[src/ssbe_pkg.sv]
/*
 Constants and carrier types for the continuous-output string encoder.
 Assumes the weighing side presents BCD weight, ounce and tare digits.
*/
package ssbe_pkg;
   // Frame characters
   localparam logic [7:0] STX_CHAR = 8'h02;
   localparam logic [7:0] CR_CHAR = 8'h0d;
   localparam logic [7:0] ZERO_CHAR = 8'h30;
   localparam logic [7:0] SPACE_CHAR = 8'h20;
   localparam logic [6:0] CHK_MASK = 7'h7f;
   localparam int FRAME_LEN = 17;
   localparam int NDIG = 6;
   // Frame slot indices
   localparam int SLOT_A = 1;
   localparam int SLOT_B = 2;
   localparam int SLOT_C = 3;
   localparam int SLOT_WT = 4;
   localparam int SLOT_TR = 10;
   localparam int SLOT_CR = 16;
   // Status byte A fields
   localparam int SA_DP = 0;
   localparam int SA_SP1 = 3;
   localparam int SA_SP2 = 4;
   localparam int SA_B5 = 5;
   localparam int SA_B6 = 6;
   // Status byte B fields
   localparam int SB_NET = 0;
   localparam int SB_NEG = 1;
   localparam int SB_OOR = 2;
   localparam int SB_MOT = 3;
   localparam int SB_KG = 4;
   localparam int SB_B5 = 5;
   localparam int SB_B6 = 6;
   // Status byte C fields
   localparam int SC_UNIT = 0;
   localparam int SC_PRN = 3;
   localparam int SC_B4 = 4;
   localparam int SC_B5 = 5;
   localparam int SC_B6 = 6;
   localparam logic [2:0] UNIT_OZ = 3'h3;
   localparam logic [2:0] SC_SP_ONES = 3'h7;
   // Register map
   localparam logic [11:0] CTRL_OFS = 12'h000;
   localparam logic [11:0] STAT_OFS = 12'h004;
   localparam logic [11:0] LAST_OFS = 12'h008;
   localparam int CTRL_SPMODE = 0;
   localparam int CTRL_CHK = 1;
   localparam int CTRL_RUN = 2;
   localparam logic [2:0] CTRL_RST = 3'h4;
   localparam int STAT_BUSY = 0;
   localparam int STAT_OVR = 1;
   localparam int STAT_CNT = 16;

   typedef struct packed {
      logic [2:0] dp_code;
      logic [1:0] build_code;
      logic sp1_feeding;
      logic sp2_feeding;
      logic net;
      logic negative;
      logic out_of_range;
      logic motion;
      logic kg;
      logic sp1_out_tol;
      logic zero_not_cap;
      logic [2:0] unit_code;
      logic print_req;
      logic expand_x10;
      logic lb_oz;
      logic [23:0] weight_bcd;
      logic [23:0] oz_bcd;
      logic [23:0] tare_bcd;
   } ssbe_scale_t;

   typedef enum logic [1:0] {
      ST_IDLE = 2'h0,
      ST_SEND = 2'h1,
      ST_SUM = 2'h3
   } ssbe_state_t;
endpackage

[src/ssbe_digit_ascii.sv]
/*
 One weight or tare digit turned into its ASCII character.
 Assumes digits holds six BCD digits, most significant in the top nibble.
*/
`timescale 1ns/1ps
module ssbe_digit_ascii #(
   parameter int POS = 0
) (
   input wire logic [23:0] digits,
   output logic [7:0] ascii
);
   logic [3:0] d;
   logic blank;

   assign d = digits[POS*4 +: 4];
   // Least digit always shown, so a zero weight reads as 0
   if (POS == 0) begin : g_last
      assign blank = 1'b0;
   end else begin : g_upper
      assign blank = (digits[23:POS*4] == '0);
   end
   assign ascii = blank ? ssbe_pkg::SPACE_CHAR :
                  (ssbe_pkg::ZERO_CHAR | {4'h0, d});
endmodule

[src/ssbe_encoder.sv]
/*
 Continuous-output string builder with setpoint or standard status bytes,
 APB control and status, and a character stream with valid/ready.
 Assumes conv_tick pulses once per conversion and scale is stable then.
*/
`timescale 1ns/1ps
module ssbe_encoder #(
   parameter int ADDR_W = 12,
   parameter int CNT_W = 16
) (
   input wire logic pclk,
   input wire logic presetn,
   input wire logic ce,
   input wire logic psel,
   input wire logic penable,
   input wire logic pwrite,
   input wire logic [ADDR_W-1:0] paddr,
   input wire logic [31:0] pwdata,
   output logic [31:0] prdata,
   output logic pready,
   output logic pslverr,
   input wire logic conv_tick,
   input wire ssbe_pkg::ssbe_scale_t scale,
   input wire logic tx_ready,
   output logic [7:0] tx_char,
   output logic tx_valid
);
   typedef struct packed {
      ssbe_pkg::ssbe_state_t st;
      logic [ssbe_pkg::FRAME_LEN-1:0][7:0] frame;
      logic [4:0] idx;
      logic [6:0] sum;
      logic [7:0] tx_char;
      logic tx_valid;
      logic setpoint_mode_select;
      logic trailing_sum_char;
      logic run;
      logic mode_f;
      logic chk_f;
      logic lboz_f;
      logic overrun;
      logic [CNT_W-1:0] count;
      logic [23:0] last_abc;
      logic pready;
      logic pslverr;
      logic [31:0] prdata;
   } ssbe_regs_t;

   ssbe_regs_t s_r;
   ssbe_regs_t s_nxt;
   logic [7:0] sa;
   logic [7:0] sb;
   logic [7:0] sc;
   logic [23:0] wsel;
   logic [11:0][7:0] dig;
   logic [ssbe_pkg::FRAME_LEN-1:0][7:0] asm_frame;
   logic [11:0] ofs;
   logic take;
   logic busy;

   // Ounce digits replace the weight in pounds-ounces mode
   assign wsel = scale.lb_oz ? scale.oz_bcd : scale.weight_bcd;

   for (genvar g = 0; g < ssbe_pkg::NDIG; g++) begin : g_dig
      ssbe_digit_ascii #(.POS(g)) u_wt (
         .digits(wsel),
         .ascii(dig[g])
      );
      ssbe_digit_ascii #(.POS(g)) u_tr (
         .digits(scale.tare_bcd),
         .ascii(dig[g+ssbe_pkg::NDIG])
      );
   end

   assign ofs = 12'(paddr);
   assign busy = (s_r.st != ssbe_pkg::ST_IDLE);
   assign take = psel & penable & s_r.pready;

   always_comb begin
      // Status bytes for the next string
      sa = 8'h00;
      sb = 8'h00;
      sc = 8'h00;
      sa[ssbe_pkg::SA_DP +: 3] = scale.dp_code;
      sa[ssbe_pkg::SA_B5] = 1'b1;
      sb[ssbe_pkg::SB_NET] = scale.net;
      sb[ssbe_pkg::SB_NEG] = scale.negative;
      sb[ssbe_pkg::SB_OOR] = scale.out_of_range;
      sb[ssbe_pkg::SB_MOT] = scale.motion;
      sb[ssbe_pkg::SB_KG] = scale.kg;
      sb[ssbe_pkg::SB_B5] = 1'b1;
      sc[ssbe_pkg::SC_UNIT +: 3] = scale.lb_oz ? ssbe_pkg::UNIT_OZ :
                                   scale.unit_code;
      sc[ssbe_pkg::SC_PRN] = scale.print_req;
      sc[ssbe_pkg::SC_B5] = 1'b1;
      if (s_r.setpoint_mode_select) begin
         sa[ssbe_pkg::SA_SP1] = ~scale.sp1_feeding;
         sa[ssbe_pkg::SA_SP2] = ~scale.sp2_feeding;
         sa[ssbe_pkg::SA_B6] = 1'b1;
         sb[ssbe_pkg::SB_B6] = scale.sp1_out_tol;
         sc[ssbe_pkg::SC_B4 +: 3] = ssbe_pkg::SC_SP_ONES;
      end else begin
         sa[ssbe_pkg::SA_SP1 +: 2] = scale.build_code;
         sb[ssbe_pkg::SB_B6] = scale.zero_not_cap;
         sc[ssbe_pkg::SC_B4] = scale.expand_x10;
      end
      // Same framing in both modes, only bytes A to C differ
      asm_frame = '0;
      asm_frame[0] = ssbe_pkg::STX_CHAR;
      asm_frame[ssbe_pkg::SLOT_A] = sa;
      asm_frame[ssbe_pkg::SLOT_B] = sb;
      asm_frame[ssbe_pkg::SLOT_C] = sc;
      for (int k = 0; k < ssbe_pkg::NDIG; k++) begin
         asm_frame[ssbe_pkg::SLOT_WT+k] = dig[ssbe_pkg::NDIG-1-k];
         asm_frame[ssbe_pkg::SLOT_TR+k] = dig[2*ssbe_pkg::NDIG-1-k];
      end
      asm_frame[ssbe_pkg::SLOT_CR] = ssbe_pkg::CR_CHAR;

      s_nxt = s_r;
      // Stream engine
      case (s_r.st)
         ssbe_pkg::ST_IDLE: begin
            if (conv_tick && s_r.run) begin
               s_nxt.st = ssbe_pkg::ST_SEND;
               s_nxt.frame = asm_frame;
               s_nxt.idx = 5'h00;
               s_nxt.sum = 7'h00;
               s_nxt.mode_f = s_r.setpoint_mode_select;
               s_nxt.chk_f = s_r.trailing_sum_char;
               s_nxt.lboz_f = scale.lb_oz;
               s_nxt.last_abc = {sa, sb, sc};
            end
         end
         ssbe_pkg::ST_SEND: begin
            if (!s_r.tx_valid || tx_ready) begin
               if (s_r.idx < 5'(ssbe_pkg::FRAME_LEN)) begin
                  s_nxt.tx_char = s_r.frame[s_r.idx];
                  s_nxt.tx_valid = 1'b1;
                  s_nxt.sum = s_r.sum + s_r.frame[s_r.idx][6:0];
                  s_nxt.idx = s_r.idx + 5'h01;
               end else if (s_r.chk_f) begin
                  // Two's complement of the 7-bit sum so the total is zero
                  s_nxt.tx_char = {1'b0, (~s_r.sum + 7'h01) & ssbe_pkg::CHK_MASK};
                  s_nxt.st = ssbe_pkg::ST_SUM;
               end else begin
                  s_nxt.tx_valid = 1'b0;
                  s_nxt.st = ssbe_pkg::ST_IDLE;
                  s_nxt.count = s_r.count + CNT_W'(1);
               end
            end
         end
         ssbe_pkg::ST_SUM: begin
            if (tx_ready) begin
               s_nxt.tx_valid = 1'b0;
               s_nxt.st = ssbe_pkg::ST_IDLE;
               s_nxt.count = s_r.count + CNT_W'(1);
            end
         end
         default: begin
            s_nxt.st = ssbe_pkg::ST_IDLE;
            s_nxt.tx_valid = 1'b0;
         end
      endcase

      // APB slave, one wait state; write lands at the pready edge
      s_nxt.pready = 1'b0;
      s_nxt.pslverr = 1'b0;
      if (psel && penable && !s_r.pready) begin
         s_nxt.pready = 1'b1;
         s_nxt.prdata = 32'h0;
         if (ofs == ssbe_pkg::CTRL_OFS) begin
            s_nxt.prdata[ssbe_pkg::CTRL_SPMODE] = s_r.setpoint_mode_select;
            s_nxt.prdata[ssbe_pkg::CTRL_CHK] = s_r.trailing_sum_char;
            s_nxt.prdata[ssbe_pkg::CTRL_RUN] = s_r.run;
         end else if (ofs == ssbe_pkg::STAT_OFS) begin
            s_nxt.prdata[ssbe_pkg::STAT_BUSY] = busy;
            s_nxt.prdata[ssbe_pkg::STAT_OVR] = s_r.overrun;
            s_nxt.prdata[ssbe_pkg::STAT_CNT +: CNT_W] = s_r.count;
         end else if (ofs == ssbe_pkg::LAST_OFS) begin
            s_nxt.prdata[23:0] = s_r.last_abc;
         end else begin
            s_nxt.pslverr = 1'b1;
         end
      end
      if (take && pwrite) begin
         if (ofs == ssbe_pkg::CTRL_OFS) begin
            s_nxt.setpoint_mode_select = pwdata[ssbe_pkg::CTRL_SPMODE];
            s_nxt.trailing_sum_char = pwdata[ssbe_pkg::CTRL_CHK];
            s_nxt.run = pwdata[ssbe_pkg::CTRL_RUN];
         end else if (ofs == ssbe_pkg::STAT_OFS) begin
            if (pwdata[ssbe_pkg::STAT_OVR]) begin
               s_nxt.overrun = 1'b0;
            end
         end
      end
      // A tick while a string is still leaving is lost; set beats clear
      if (conv_tick && s_r.run && busy) begin
         s_nxt.overrun = 1'b1;
      end
   end

   always_ff @(posedge pclk or negedge presetn) begin
      if (!presetn) begin
         s_r <= '0;
         s_r.st <= ssbe_pkg::ST_IDLE;
         s_r.run <= ssbe_pkg::CTRL_RST[ssbe_pkg::CTRL_RUN];
      end else if (ce) begin
         s_r <= s_nxt;
      end
   end

   assign prdata = s_r.prdata;
   assign pready = s_r.pready;
   assign pslverr = s_r.pslverr;
   assign tx_char = s_r.tx_char;
   assign tx_valid = s_r.tx_valid;
endmodule

[config.mk]
export PLATFORM = sky130hd
export DESIGN_NAME = ssbe_encoder
export DESIGN_NICKNAME = d
export VERILOG_FILES = /design/src/ssbe_pkg.sv /design/src/ssbe_digit_ascii.sv /design/src/ssbe_encoder.sv
export SDC_FILE = /design/constraint.sdc
export NUM_CORES = 1
export LEC_CHECK = 0
export BUFFER_PORTS_ARGS = -buffer_cell sky130_fd_sc_hd__buf_2
export CAP_MARGIN = 20
export CORE_ASPECT_RATIO = 0.6
export CORE_MARGIN = 4
export CORE_UTILIZATION = 34
export DETAILED_ROUTE_END_ITERATION = 10
export PLACE_DENSITY_LB_ADDON = 0.08
export SLEW_MARGIN = 20
export SYNTH_ARGS = -nofsm -noshare
export SYNTH_HDL_FRONTEND = slang
export SYNTH_SLANG_ARGS = --single-unit
[constraint.sdc]
create_clock -name pclk -period 5.4 [get_ports pclk]
set_clock_uncertainty 0.2 [all_clocks]
set_input_delay 1.08 -clock pclk [delete_from_list [all_inputs] [get_ports pclk]]
set_output_delay 1.08 -clock pclk [all_outputs]
set_load 0.05 [all_outputs]
==> flow_summary.ini, run 1 <==
[yosys]
share_of_flip_flops_with_an_asynchronous_set_or_reset_after_synthesis_pct = 100
ys_top_cells_by_area = dfrtp_1 (47%), nand2_1 (10%), mux2i_1 (4.6%)
syn_area_um2 = 7860
synthFlopType = dfrtp_1
postSynthRegisterBits = 150
synth-edff-count = 0
synth.cells.most_frequent = nand2_1 (215), dfrtp_1 (149), o21ai_0 (60)
netlist-cell-type-count = 64
sequential_area_share_after_synthesis_pct = 47.8
syn-instance-count = 822
synth_area_leader_cell = dfrtp_1
yosys.area.top_type_share_pct = 47.5
syn-mean-instance-area_um2 = 9.56
yosysMostFrequentCell = nand2_1
synthesis.yosys.warnings = 0

[cells_and_area]
design.final.nets = 1075
layout.cell_area.non_filler_um2 = 9240
final_layout_size_suffix_gt1_share_pct = 24.9
num_antenna_cells = 0
finalNonFillerCells = 1242
area_growth_syn_to_layout_pct = 17.6

[timing]
final_sum_of_negative_setup_slack_ps = 0
final-setup-viol-count = 0
drv_slew = 0
timing.final.hold_violations = 0
worst_slack_ps = 1510
rsz0062_at_grt = no
maxClockFrequency_mhz = 257
worstMarginPinSlew_ps = 1060
max_slew_headroom_pct = 29.0
shortest_period_the_worst_path_allows_ps = 3890
finalCritPeriodShare_pct = 72.0

[critical_path]
crit_path_start_kind = register
critical_path_class = reg -> reg
cp_max_fo = 16
cpPeakStageDelay_ps = 870
crit_family = flip-flops
cp.required_ps = 5500
timing.critical_path.slowest_stage_cell = dfrtp_1
endpoint_kind = register
crit_path_buf_inv_count = 2
crit_path_cell_trace = buf_12 -> mux4_2 -> nor2_1 -> or3_1 -> nand3_1 -> ha_1 -> inv_1 -> fa_1 -> nand2b_1 -> a21oi_1 -> o22ai_1 -> mux2i_1 -> a22oi_1
crit_arrival_ps = 3990

[global_route]
vias_in_the_first_global_route = 6093
initial_antenna_violation_count = 0
gr-usage-all-layers_pct = 17.7
global_route.overflow_total = 0
grt_max_degree = 90
grt_first_pass_wirelength_um = 35400

[place]
port-buffer-count = 154
place.detailed.hpwl_um = 16800
placement.setup.worst_slack_ps = 1580
placed_standard_cell_area_um2 = 8610
placed_cells = 1210
place_congestion = 0.845

[routing]
vias_per_instance = 4.98
wl_per_cell_um = 18.1
vias = 6180
postRouteWirelength_um = 22500
final_antenna_net_count = 0
detailedRoute.firstPassIterationCount = 4
drc = 0
initialDrtViolationCount = 384

[power_and_ir_drop]
leakage_nw = 4.61
power.total_w = 0.00253
irDropWorstVdd_mv = 0.175
power.density_nw_per_um2 = 274

[clock_tree]
clock_path_buffers = 2
clk_transition_reported_paths_ps = 60
ctsHoldBuffers = 0
insertion_delay_ps = 430
cts_made_buffers = 17
tritoncts_clock_tree = done
cts_repair_resize_count = 0
h_tree_lvls = 4
cts-root-buf = clkbuf_16
cts.repair_timing.setup_buffer_count = 0
tritoncts_num_sinks = 150

[die]
die_area_um2 = 25700
dieWidth_um = 204
core-area_um2 = 22400
ioPinCount = 187
y_dimension_of_the_die_um = 126
floorplan.initialDensity_pct = 35.1
fp-row-count = 42

[min_path]
path_class_of_the_lowest_slack_min_delay_path = reg -> reg

[status]
status = finished clean

[flow_run]
maxCapViolCount = 0
==> path summary, 6_finish.rpt <==
kind,start,end,slack [ps],cells past startpoint
min in group asynchronous,presetn,prdata[30],510,1
max in group asynchronous,presetn,s_r[93],3440,2
setup / recovery,s_r[97],s_r[96],1510,13
hold / removal,prdata[14],prdata[14],260,2
setup reg to reg,s_r[97],s_r[96],1510,13
hold reg to reg,prdata[14],prdata[14],260,2
==> area by class of cell <==
type                       instances  area, µm²
clock buffer                      21        470
clock inverter                    11        148
fill                            2300      13200
inverter                          11       41.3
multi-input combinational        579       3590
sequential                       150       3750
tap                              308        385
timing repair buffer             162        850
==> state kept, by name (all words and copies together), names as in the netlist <==
signal and flops:
pslverr 1, tx_valid 1, tx_char 7, pready 1, prdata 29, s_r 111
==> where the power goes <==
group | internal [W] | total, W | switching, W
Clock | 0.000764 | 0.00125 | 0.000484
Sequential | 0.00113 | 0.00113 | 0.00000429
Combinational | 0.0000530 | 0.000151 | 0.0000982
==> metal layers <==
metal | GRT usage (%) | wire, µm | up-vias
met5 | 0 | 0 | -
met4 | 3.78 | 189 | 0
met3 | 4.39 | 1100 | 14
met2 | 22.4 | 8480 | 141
met1 | 29.7 | 12700 | 3015
li1 | - | - | 3010
==> worst min-delay path, delay by kind of cell, from the launching register on <==
family	cells	cell delay, ps
AND/OR/NAND/NOR	2	90
flip-flops	1	340
==> logic make-up after synthesis <==
family / Yosys count / share of synthesized area (%)
simple gates: 350 / 19.9
flops: 150 / 47.8
compound gates: 132 / 10.6
buf+inv: 95 / 6.88
mux: 61 / 10.6
xor+xnor: 23 / 2.56
fa+ha+maj: 10 / 1.69
other cells: 1 / 0.0477
==> through the flow <==
| stage | util (%) | hold slack, ps |
|---|---|---|
| finish | 41.3 | 261 |
| CTS | 41.2 | 266 |
| detailed placement | 38.5 | 253 |
| floorplan | - | 240 |
| global placement | 38.5 | 247 |
| global route | 41.3 | 291 |
==> placed cells by master (no fill, tap or decap), drive strengths merged, types with 7 or more instances in the layout <==
cell,n
or3,7
inv,12
mux2,9
buf,162
clkbuf,21
a21oi,22
dfrtp,149
nand2b,8
xnor2,17
o21ai,64
mux4,16
nand3,25
mux2i,36
nor3,7
nor2,39
ha,9
nand2,215
nor4,16
(Power assumes the default switching activity.)
==> run 2, diff against run 1 <==
==> constraint.sdc (replaced) <==
create_clock -name pclk -period 3.6 [get_ports pclk]
set_clock_uncertainty 0.2 [all_clocks]
set_input_delay 0.72 -clock pclk [delete_from_list [all_inputs] [get_ports pclk]]
set_output_delay 0.72 -clock pclk [all_outputs]
set_load 0.05 [all_outputs]
==> run 2 against run 1 <==
  * Sequential power grew 50%
  * Combinational power rose by 52%
  * Clock-buffer cell count increased by 1
  * Setup slack lost 1200 ps
  * Critical path depth is 1 lower
  * Critical endpoint is now s_r[95]
  * Register-to-register slack lost 1200 ps
  * Maximum frequency up 18%
  * Hold slack worse by 140 ps
  * Core utilization grew 0.64 points
  * Largest cell class unchanged
==> flow_summary.ini, run 2 (synthesis results as in run 1) <==
[status]
status = finished clean

[flow_run]
maxCapViolCount = 0

[power_and_ir_drop]
power_frac_comb_pct = 6.0
irDropWorstVdd_mv = 0.326
internal-power_w = 0.00300
leakage_nw = 4.72
switching_share_pct = 22.1
p_clk_share_pct = 49.9
power.density_nw_per_um2 = 411
seq_power_share_pct = 44.1
power.switching_w = 0.000851

[place]
placed_standard_cell_area_um2 = 8750
place_congestion = 0.795
port-buffer-count = 154
placement.setup.worst_slack_ps = 235
place.detailed.hpwl_um = 17000

[timing]
worstMarginPinSlew_ps = 972
final_sum_of_negative_setup_slack_ps = 0
maxClockFrequency_mhz = 302
finalCritPeriodShare_pct = 91.8
worst_slack_ps = 294
final-setup-viol-count = 0
drv_slew = 0
shortest_period_the_worst_path_allows_ps = 3310
worst_hold_slack_ps = 125
max_slew_headroom_pct = 34.6
rsz0062_at_grt = no
timing.final.hold_violations = 0

[die]
fp-row-count = 42
core-area_um2 = 22400
dieWidth_um = 204
die_area_um2 = 25700
y_dimension_of_the_die_um = 126
floorplan.initialDensity_pct = 35.1
ioPinCount = 187

[cells_and_area]
area_growth_syn_to_layout_pct = 19.4
final_layout_size_suffix_gt1_share_pct = 26.0
layout.cell_area.non_filler_um2 = 9380
num_antenna_cells = 0
largest_reg_flops = 111
final_common_cell = nand2_1
design.final.nets = 1092
final_cell_mix = nand2_1 (215), buf_2 (153), dfrtp_1 (148)
regMostFlops = s_r

[clock_tree]
tritoncts_num_sinks = 150
cts-root-buf = clkbuf_16
h_tree_lvls = 4
clk_transition_reported_paths_ps = 60
insertion_delay_ps = 420
cts_made_buffers = 17
clock_path_buffers = 2
ctsHoldBuffers = 0
tritoncts_clock_tree = done

[global_route]
gr-usage-all-layers_pct = 17.8
initial_antenna_violation_count = 0
grt_max_degree = 151
vias_in_the_first_global_route = 6038
global_route.overflow_total = 0
grt_first_pass_wirelength_um = 35500

[routing]
vias_per_instance = 4.89
wl_per_cell_um = 17.9
vias = 6157
initialDrtViolationCount = 314
drc = 0
final_antenna_net_count = 0
detailedRoute.firstPassIterationCount = 4
postRouteWirelength_um = 22500

[critical_path]
crit_path_start_kind = register
crit_arrival_ps = 3380
critical_path_class = reg -> reg
endpoint_kind = register
cp_max_fo = 6
cp.required_ps = 3680

[min_path]
path_class_of_the_lowest_slack_min_delay_path = in -> async
-- run 2: worst max-delay path, stage by stage (launching register included) --
cell	delay, ps
dfrtp_2	430
buf_4	190
mux4_2	550
nand2_1	90
a21oi_1	90
a221oi_2	370
inv_1	90
ha_1	300
a211oi_1	280
o21bai_1	120
a21oi_1	200
xor2_1	150
o21ai_0	100
-- run 2: metal layers --
metal	vias up	track usage, %	wire [µm]
li1	3054	-	-
met1	2977	30.4	12800
met2	117	22.2	8610
met3	9	3.62	962
met4	0	3.82	153
met5	-	0	0
-- run 2: stage by stage --
stage,instances,total power (W),util [%]
4_1_cts,1258,0.00391,41.9
2_1_floorplan,824,0.00183,-
3_3_place_gp,1227,0.00197,39.1
5_1_grt,1258,0.00400,41.9
3_5_place_dp,1227,0.00196,39.1
6_report,1258,0.00385,41.9
-- run 2: repair_timing --
item	in CTS	in global routing
buffers inserted	0	0
setup endpoints to repair	0	2
resized for setup	0	1
-- run 2: path summary, 6_finish.rpt --
path	slack, ps	cells after the start	start	to
max in group asynchronous	2300	2	presetn	s_r[97]
hold / removal	120	2	presetn	s_r[73]
min in group pclk	260	2	prdata[4]	prdata[4]
hold reg to reg	260	2	prdata[4]	prdata[4]
setup reg to reg	290	12	s_r[97]	s_r[95]
setup / recovery	290	12	s_r[97]	s_r[95]
-- run 2: layout make-up --
type / instances / area, µm²
fill: 2248 / 13000
sequential: 150 / 3760
multi-input combinational: 579 / 3570
timing repair buffer: 179 / 990
clock buffer: 22 / 484
tap: 308 / 385
clock inverter: 9 / 148
inverter: 11 / 41.3
-- run 2: power by group through the flow --
stage	clock network [W]	logic (W)	registers [W]
5_1_grt	0.00204	0.000255	0.00170
3_5_place_dp	0	0.000233	0.00173
4_1_cts	0.00197	0.000234	0.00170
6_report	0.00192	0.000230	0.00170
3_3_place_gp	0	0.000234	0.00173
2_1_floorplan	0	0.0000956	0.00174
==> run 3, diff against run 2 <==
--- a/config.mk
+++ b/config.mk
@@ -15,4 +15,5 @@
 export SLEW_MARGIN = 20
 export SYNTH_ARGS = -nofsm -noshare
 export SYNTH_HDL_FRONTEND = slang
+export SYNTH_HIERARCHICAL = 1
 export SYNTH_SLANG_ARGS = --single-unit
==> run 3 against run 2 <==
  * Sequential share of layout area is 0.41 points higher
  * Maximum frequency decreased by 7.1%
  * Combinational power increased by 38%
  * Core utilization is 2.7 points lower
  * Design area grew 25%
  * Critical endpoint is now s_r[96]
==> flow_summary.ini, run 3 <==
[min_path]
path_class_of_the_lowest_slack_min_delay_path = in -> async

[routing]
wl_per_cell_um = 17.4
vias = 7566
met1Wirelength_um = 15800
top_layer = met4
postRouteWirelength_um = 28100
detailedRoute.firstPassIterationCount = 4
drc = 0
vias_per_instance = 4.69
routed-wl-met3_um = 1120
final_antenna_net_count = 0
initialDrtViolationCount = 618
detailroute.wirelength.met2_um = 10900

[yosys]
synthFlopType = dfrtp_1
yosysMostFrequentCell = nand2_1
synth.cells.most_frequent = nand2_1 (404), dfrtp_1 (188), buf_4 (89)
syn_area_um2 = 10300
syn-mean-instance-area_um2 = 9.03
syn-instance-count = 1139
yosys.area.top_type_share_pct = 45.7
postSynthRegisterBits = 189
sequential_area_share_after_synthesis_pct = 46.0
synthesis.yosys.warnings = 6
synth_area_leader_cell = dfrtp_1
share_of_flip_flops_with_an_asynchronous_set_or_reset_after_synthesis_pct = 100
netlist-cell-type-count = 55
ys_top_cells_by_area = dfrtp_1 (46%), nand2_1 (15%), mux4_2 (6.6%)
synth-edff-count = 0

[timing]
worst_hold_slack_ps = 130
final-setup-viol-count = 0
timing.final.hold_violations = 0
final_sum_of_negative_setup_slack_ps = 0
shortest_period_the_worst_path_allows_ps = 3560
worst_slack_ps = 41.8
maxClockFrequency_mhz = 281
rsz0062_at_grt = yes
worstMarginPinSlew_ps = 731
max_slew_headroom_pct = 51.3
drv_slew = 0
finalCritPeriodShare_pct = 98.8

[cells_and_area]
largest_reg_flops = 149
num_antenna_cells = 0
final_cell_mix = nand2_1 (403), dfrtp_1 (187), buf_2 (154)
final_core_util_pct = 39.2
design.final.nets = 1346
layout.cell_area.non_filler_um2 = 11700
final_layout_size_suffix_gt1_share_pct = 25.7
final_common_cell = nand2_1
area_growth_syn_to_layout_pct = 13.7
regMostFlops = s_r

[global_route]
vias_in_the_first_global_route = 7322
grt_first_pass_wirelength_um = 44300
initial_antenna_violation_count = 0
gr-usage-all-layers_pct = 17.4
global_route.overflow_total = 0
grt_max_degree = 115

[critical_path]
endpoint_kind = register
crit_path_buf_inv_count = 1
timing.critical_path.slowest_stage_cell = mux4_2
crit_path_cell_trace = buf_12 -> mux4_2 -> mux4_2 -> nand2b_1 -> nand2_2 -> ha_4 -> fa_2 -> a211oi_2 -> o21bai_1 -> a21oi_1 -> xor2_1 -> a21oi_1 -> o22ai_1
crit_family = multiplexers
cpPeakStageDelay_ps = 510
cp_max_fo = 4
critical_path_class = reg -> reg
crit_arrival_ps = 3720
crit_path_start_kind = register
cp.required_ps = 3760

[place]
port-buffer-count = 155
placed_standard_cell_area_um2 = 10900
place.detailed.hpwl_um = 20000
placement.setup.worst_slack_ps = -74.4
place_congestion = 0.794

[die]
floorplan.initialDensity_pct = 34.5
ioPinCount = 187
fp-row-count = 49
die_area_um2 = 33200
dieWidth_um = 233
core-area_um2 = 29900
y_dimension_of_the_die_um = 143

[power_and_ir_drop]
power.density_nw_per_um2 = 395
leakage_nw = 5.92
irDropWorstVdd_mv = 0.326

[clock_tree]
insertion_delay_ps = 450
tritoncts_num_sinks = 189
ctsHoldBuffers = 0
cts-root-buf = clkbuf_16
cts_made_buffers = 17
h_tree_lvls = 4
clk_transition_reported_paths_ps = 70
tritoncts_clock_tree = done
clock_path_buffers = 2

[flow_run]
maxCapViolCount = 0

[status]
status = finished clean
==> run 3: cell families after synthesis <==
logic type               synth area share, %
XOR/XNOR                                2.30
adder cells (fa/ha/maj)                 1.29
AO/OA/AOI/OAI                           6.23
multiplexers                            11.4
flip-flops                              46.0
other                                  0.912
AND/OR/NAND/NOR                         21.2
buffers and inverters                   10.7
==> run 3: path summary, 6_finish.rpt <==
path | startpoint | endpoint | slack, ps | cells after the start
max in group asynchronous | presetn | s_r[201] | 2230 | 2
hold / removal | presetn | prdata[8] | 130 | 1
setup / recovery | s_r[97] | s_r[96] | 40 | 13
setup reg to reg | s_r[97] | s_r[96] | 40 | 13
min in group pclk | scale[1] | s_r[223] | 250 | 3
hold reg to reg | s_r[73] | s_r[73] | 270 | 1
==> run 3: layout make-up <==
cell class | count | area [µm²]
Tap cell | 408 | 510
Inverter | 12 | 45.0
Timing Repair Buffer | 198 | 1180
Fill cell | 3046 | 18200
Clock inverter | 15 | 231
Multi-Input combinational cell | 774 | 4570
Clock buffer | 17 | 425
Sequential cell | 189 | 4730
==> run 3: worst register-to-register path, delay by kind of cell, from the launching register on <==
| kind | cells | cell delay [ps] |
|---|---|---|
| compound gates | 5 | 720 |
| xor+xnor | 1 | 200 |
| fa+ha+maj | 2 | 550 |
| buf+inv | 1 | 130 |
| flops | 1 | 440 |
| mux | 2 | 1020 |
| simple gates | 2 | 200 |
==> run 3: layer usage <==
layer | global-route usage [%] | vias to the layer above
met5 | 0 | -
met4 | 4.90 | 0
met3 | 3.19 | 16
met2 | 22.5 | 147
met1 | 28.9 | 3681
li1 | - | 3722
==> run 3: stage by stage <==
| step | total power, W | instances |
|---|---|---|
| floorplan | 0.00240 | 1154 |
| global placement | 0.00250 | 1577 |
| detailed placement | 0.00250 | 1577 |
| CTS | 0.00467 | 1609 |
| global route | 0.00479 | 1613 |
| finish | 0.00462 | 1613 |
==> run 3: report_power, final <==
group | switching [W] | internal [W] | leakage, nW
Combinational | 0.000205 | 0.000113 | 3.02
Sequential | 0.00000996 | 0.00214 | 2.59
Clock | 0.000911 | 0.00124 | 0.304
==> run 3: repair_timing <==
action / CTS / global route
setup endpoints to repair: 1 / 2
buffers inserted: 0 / 4
pin swaps: 2 / 8
gates resized for setup: 5 / 7
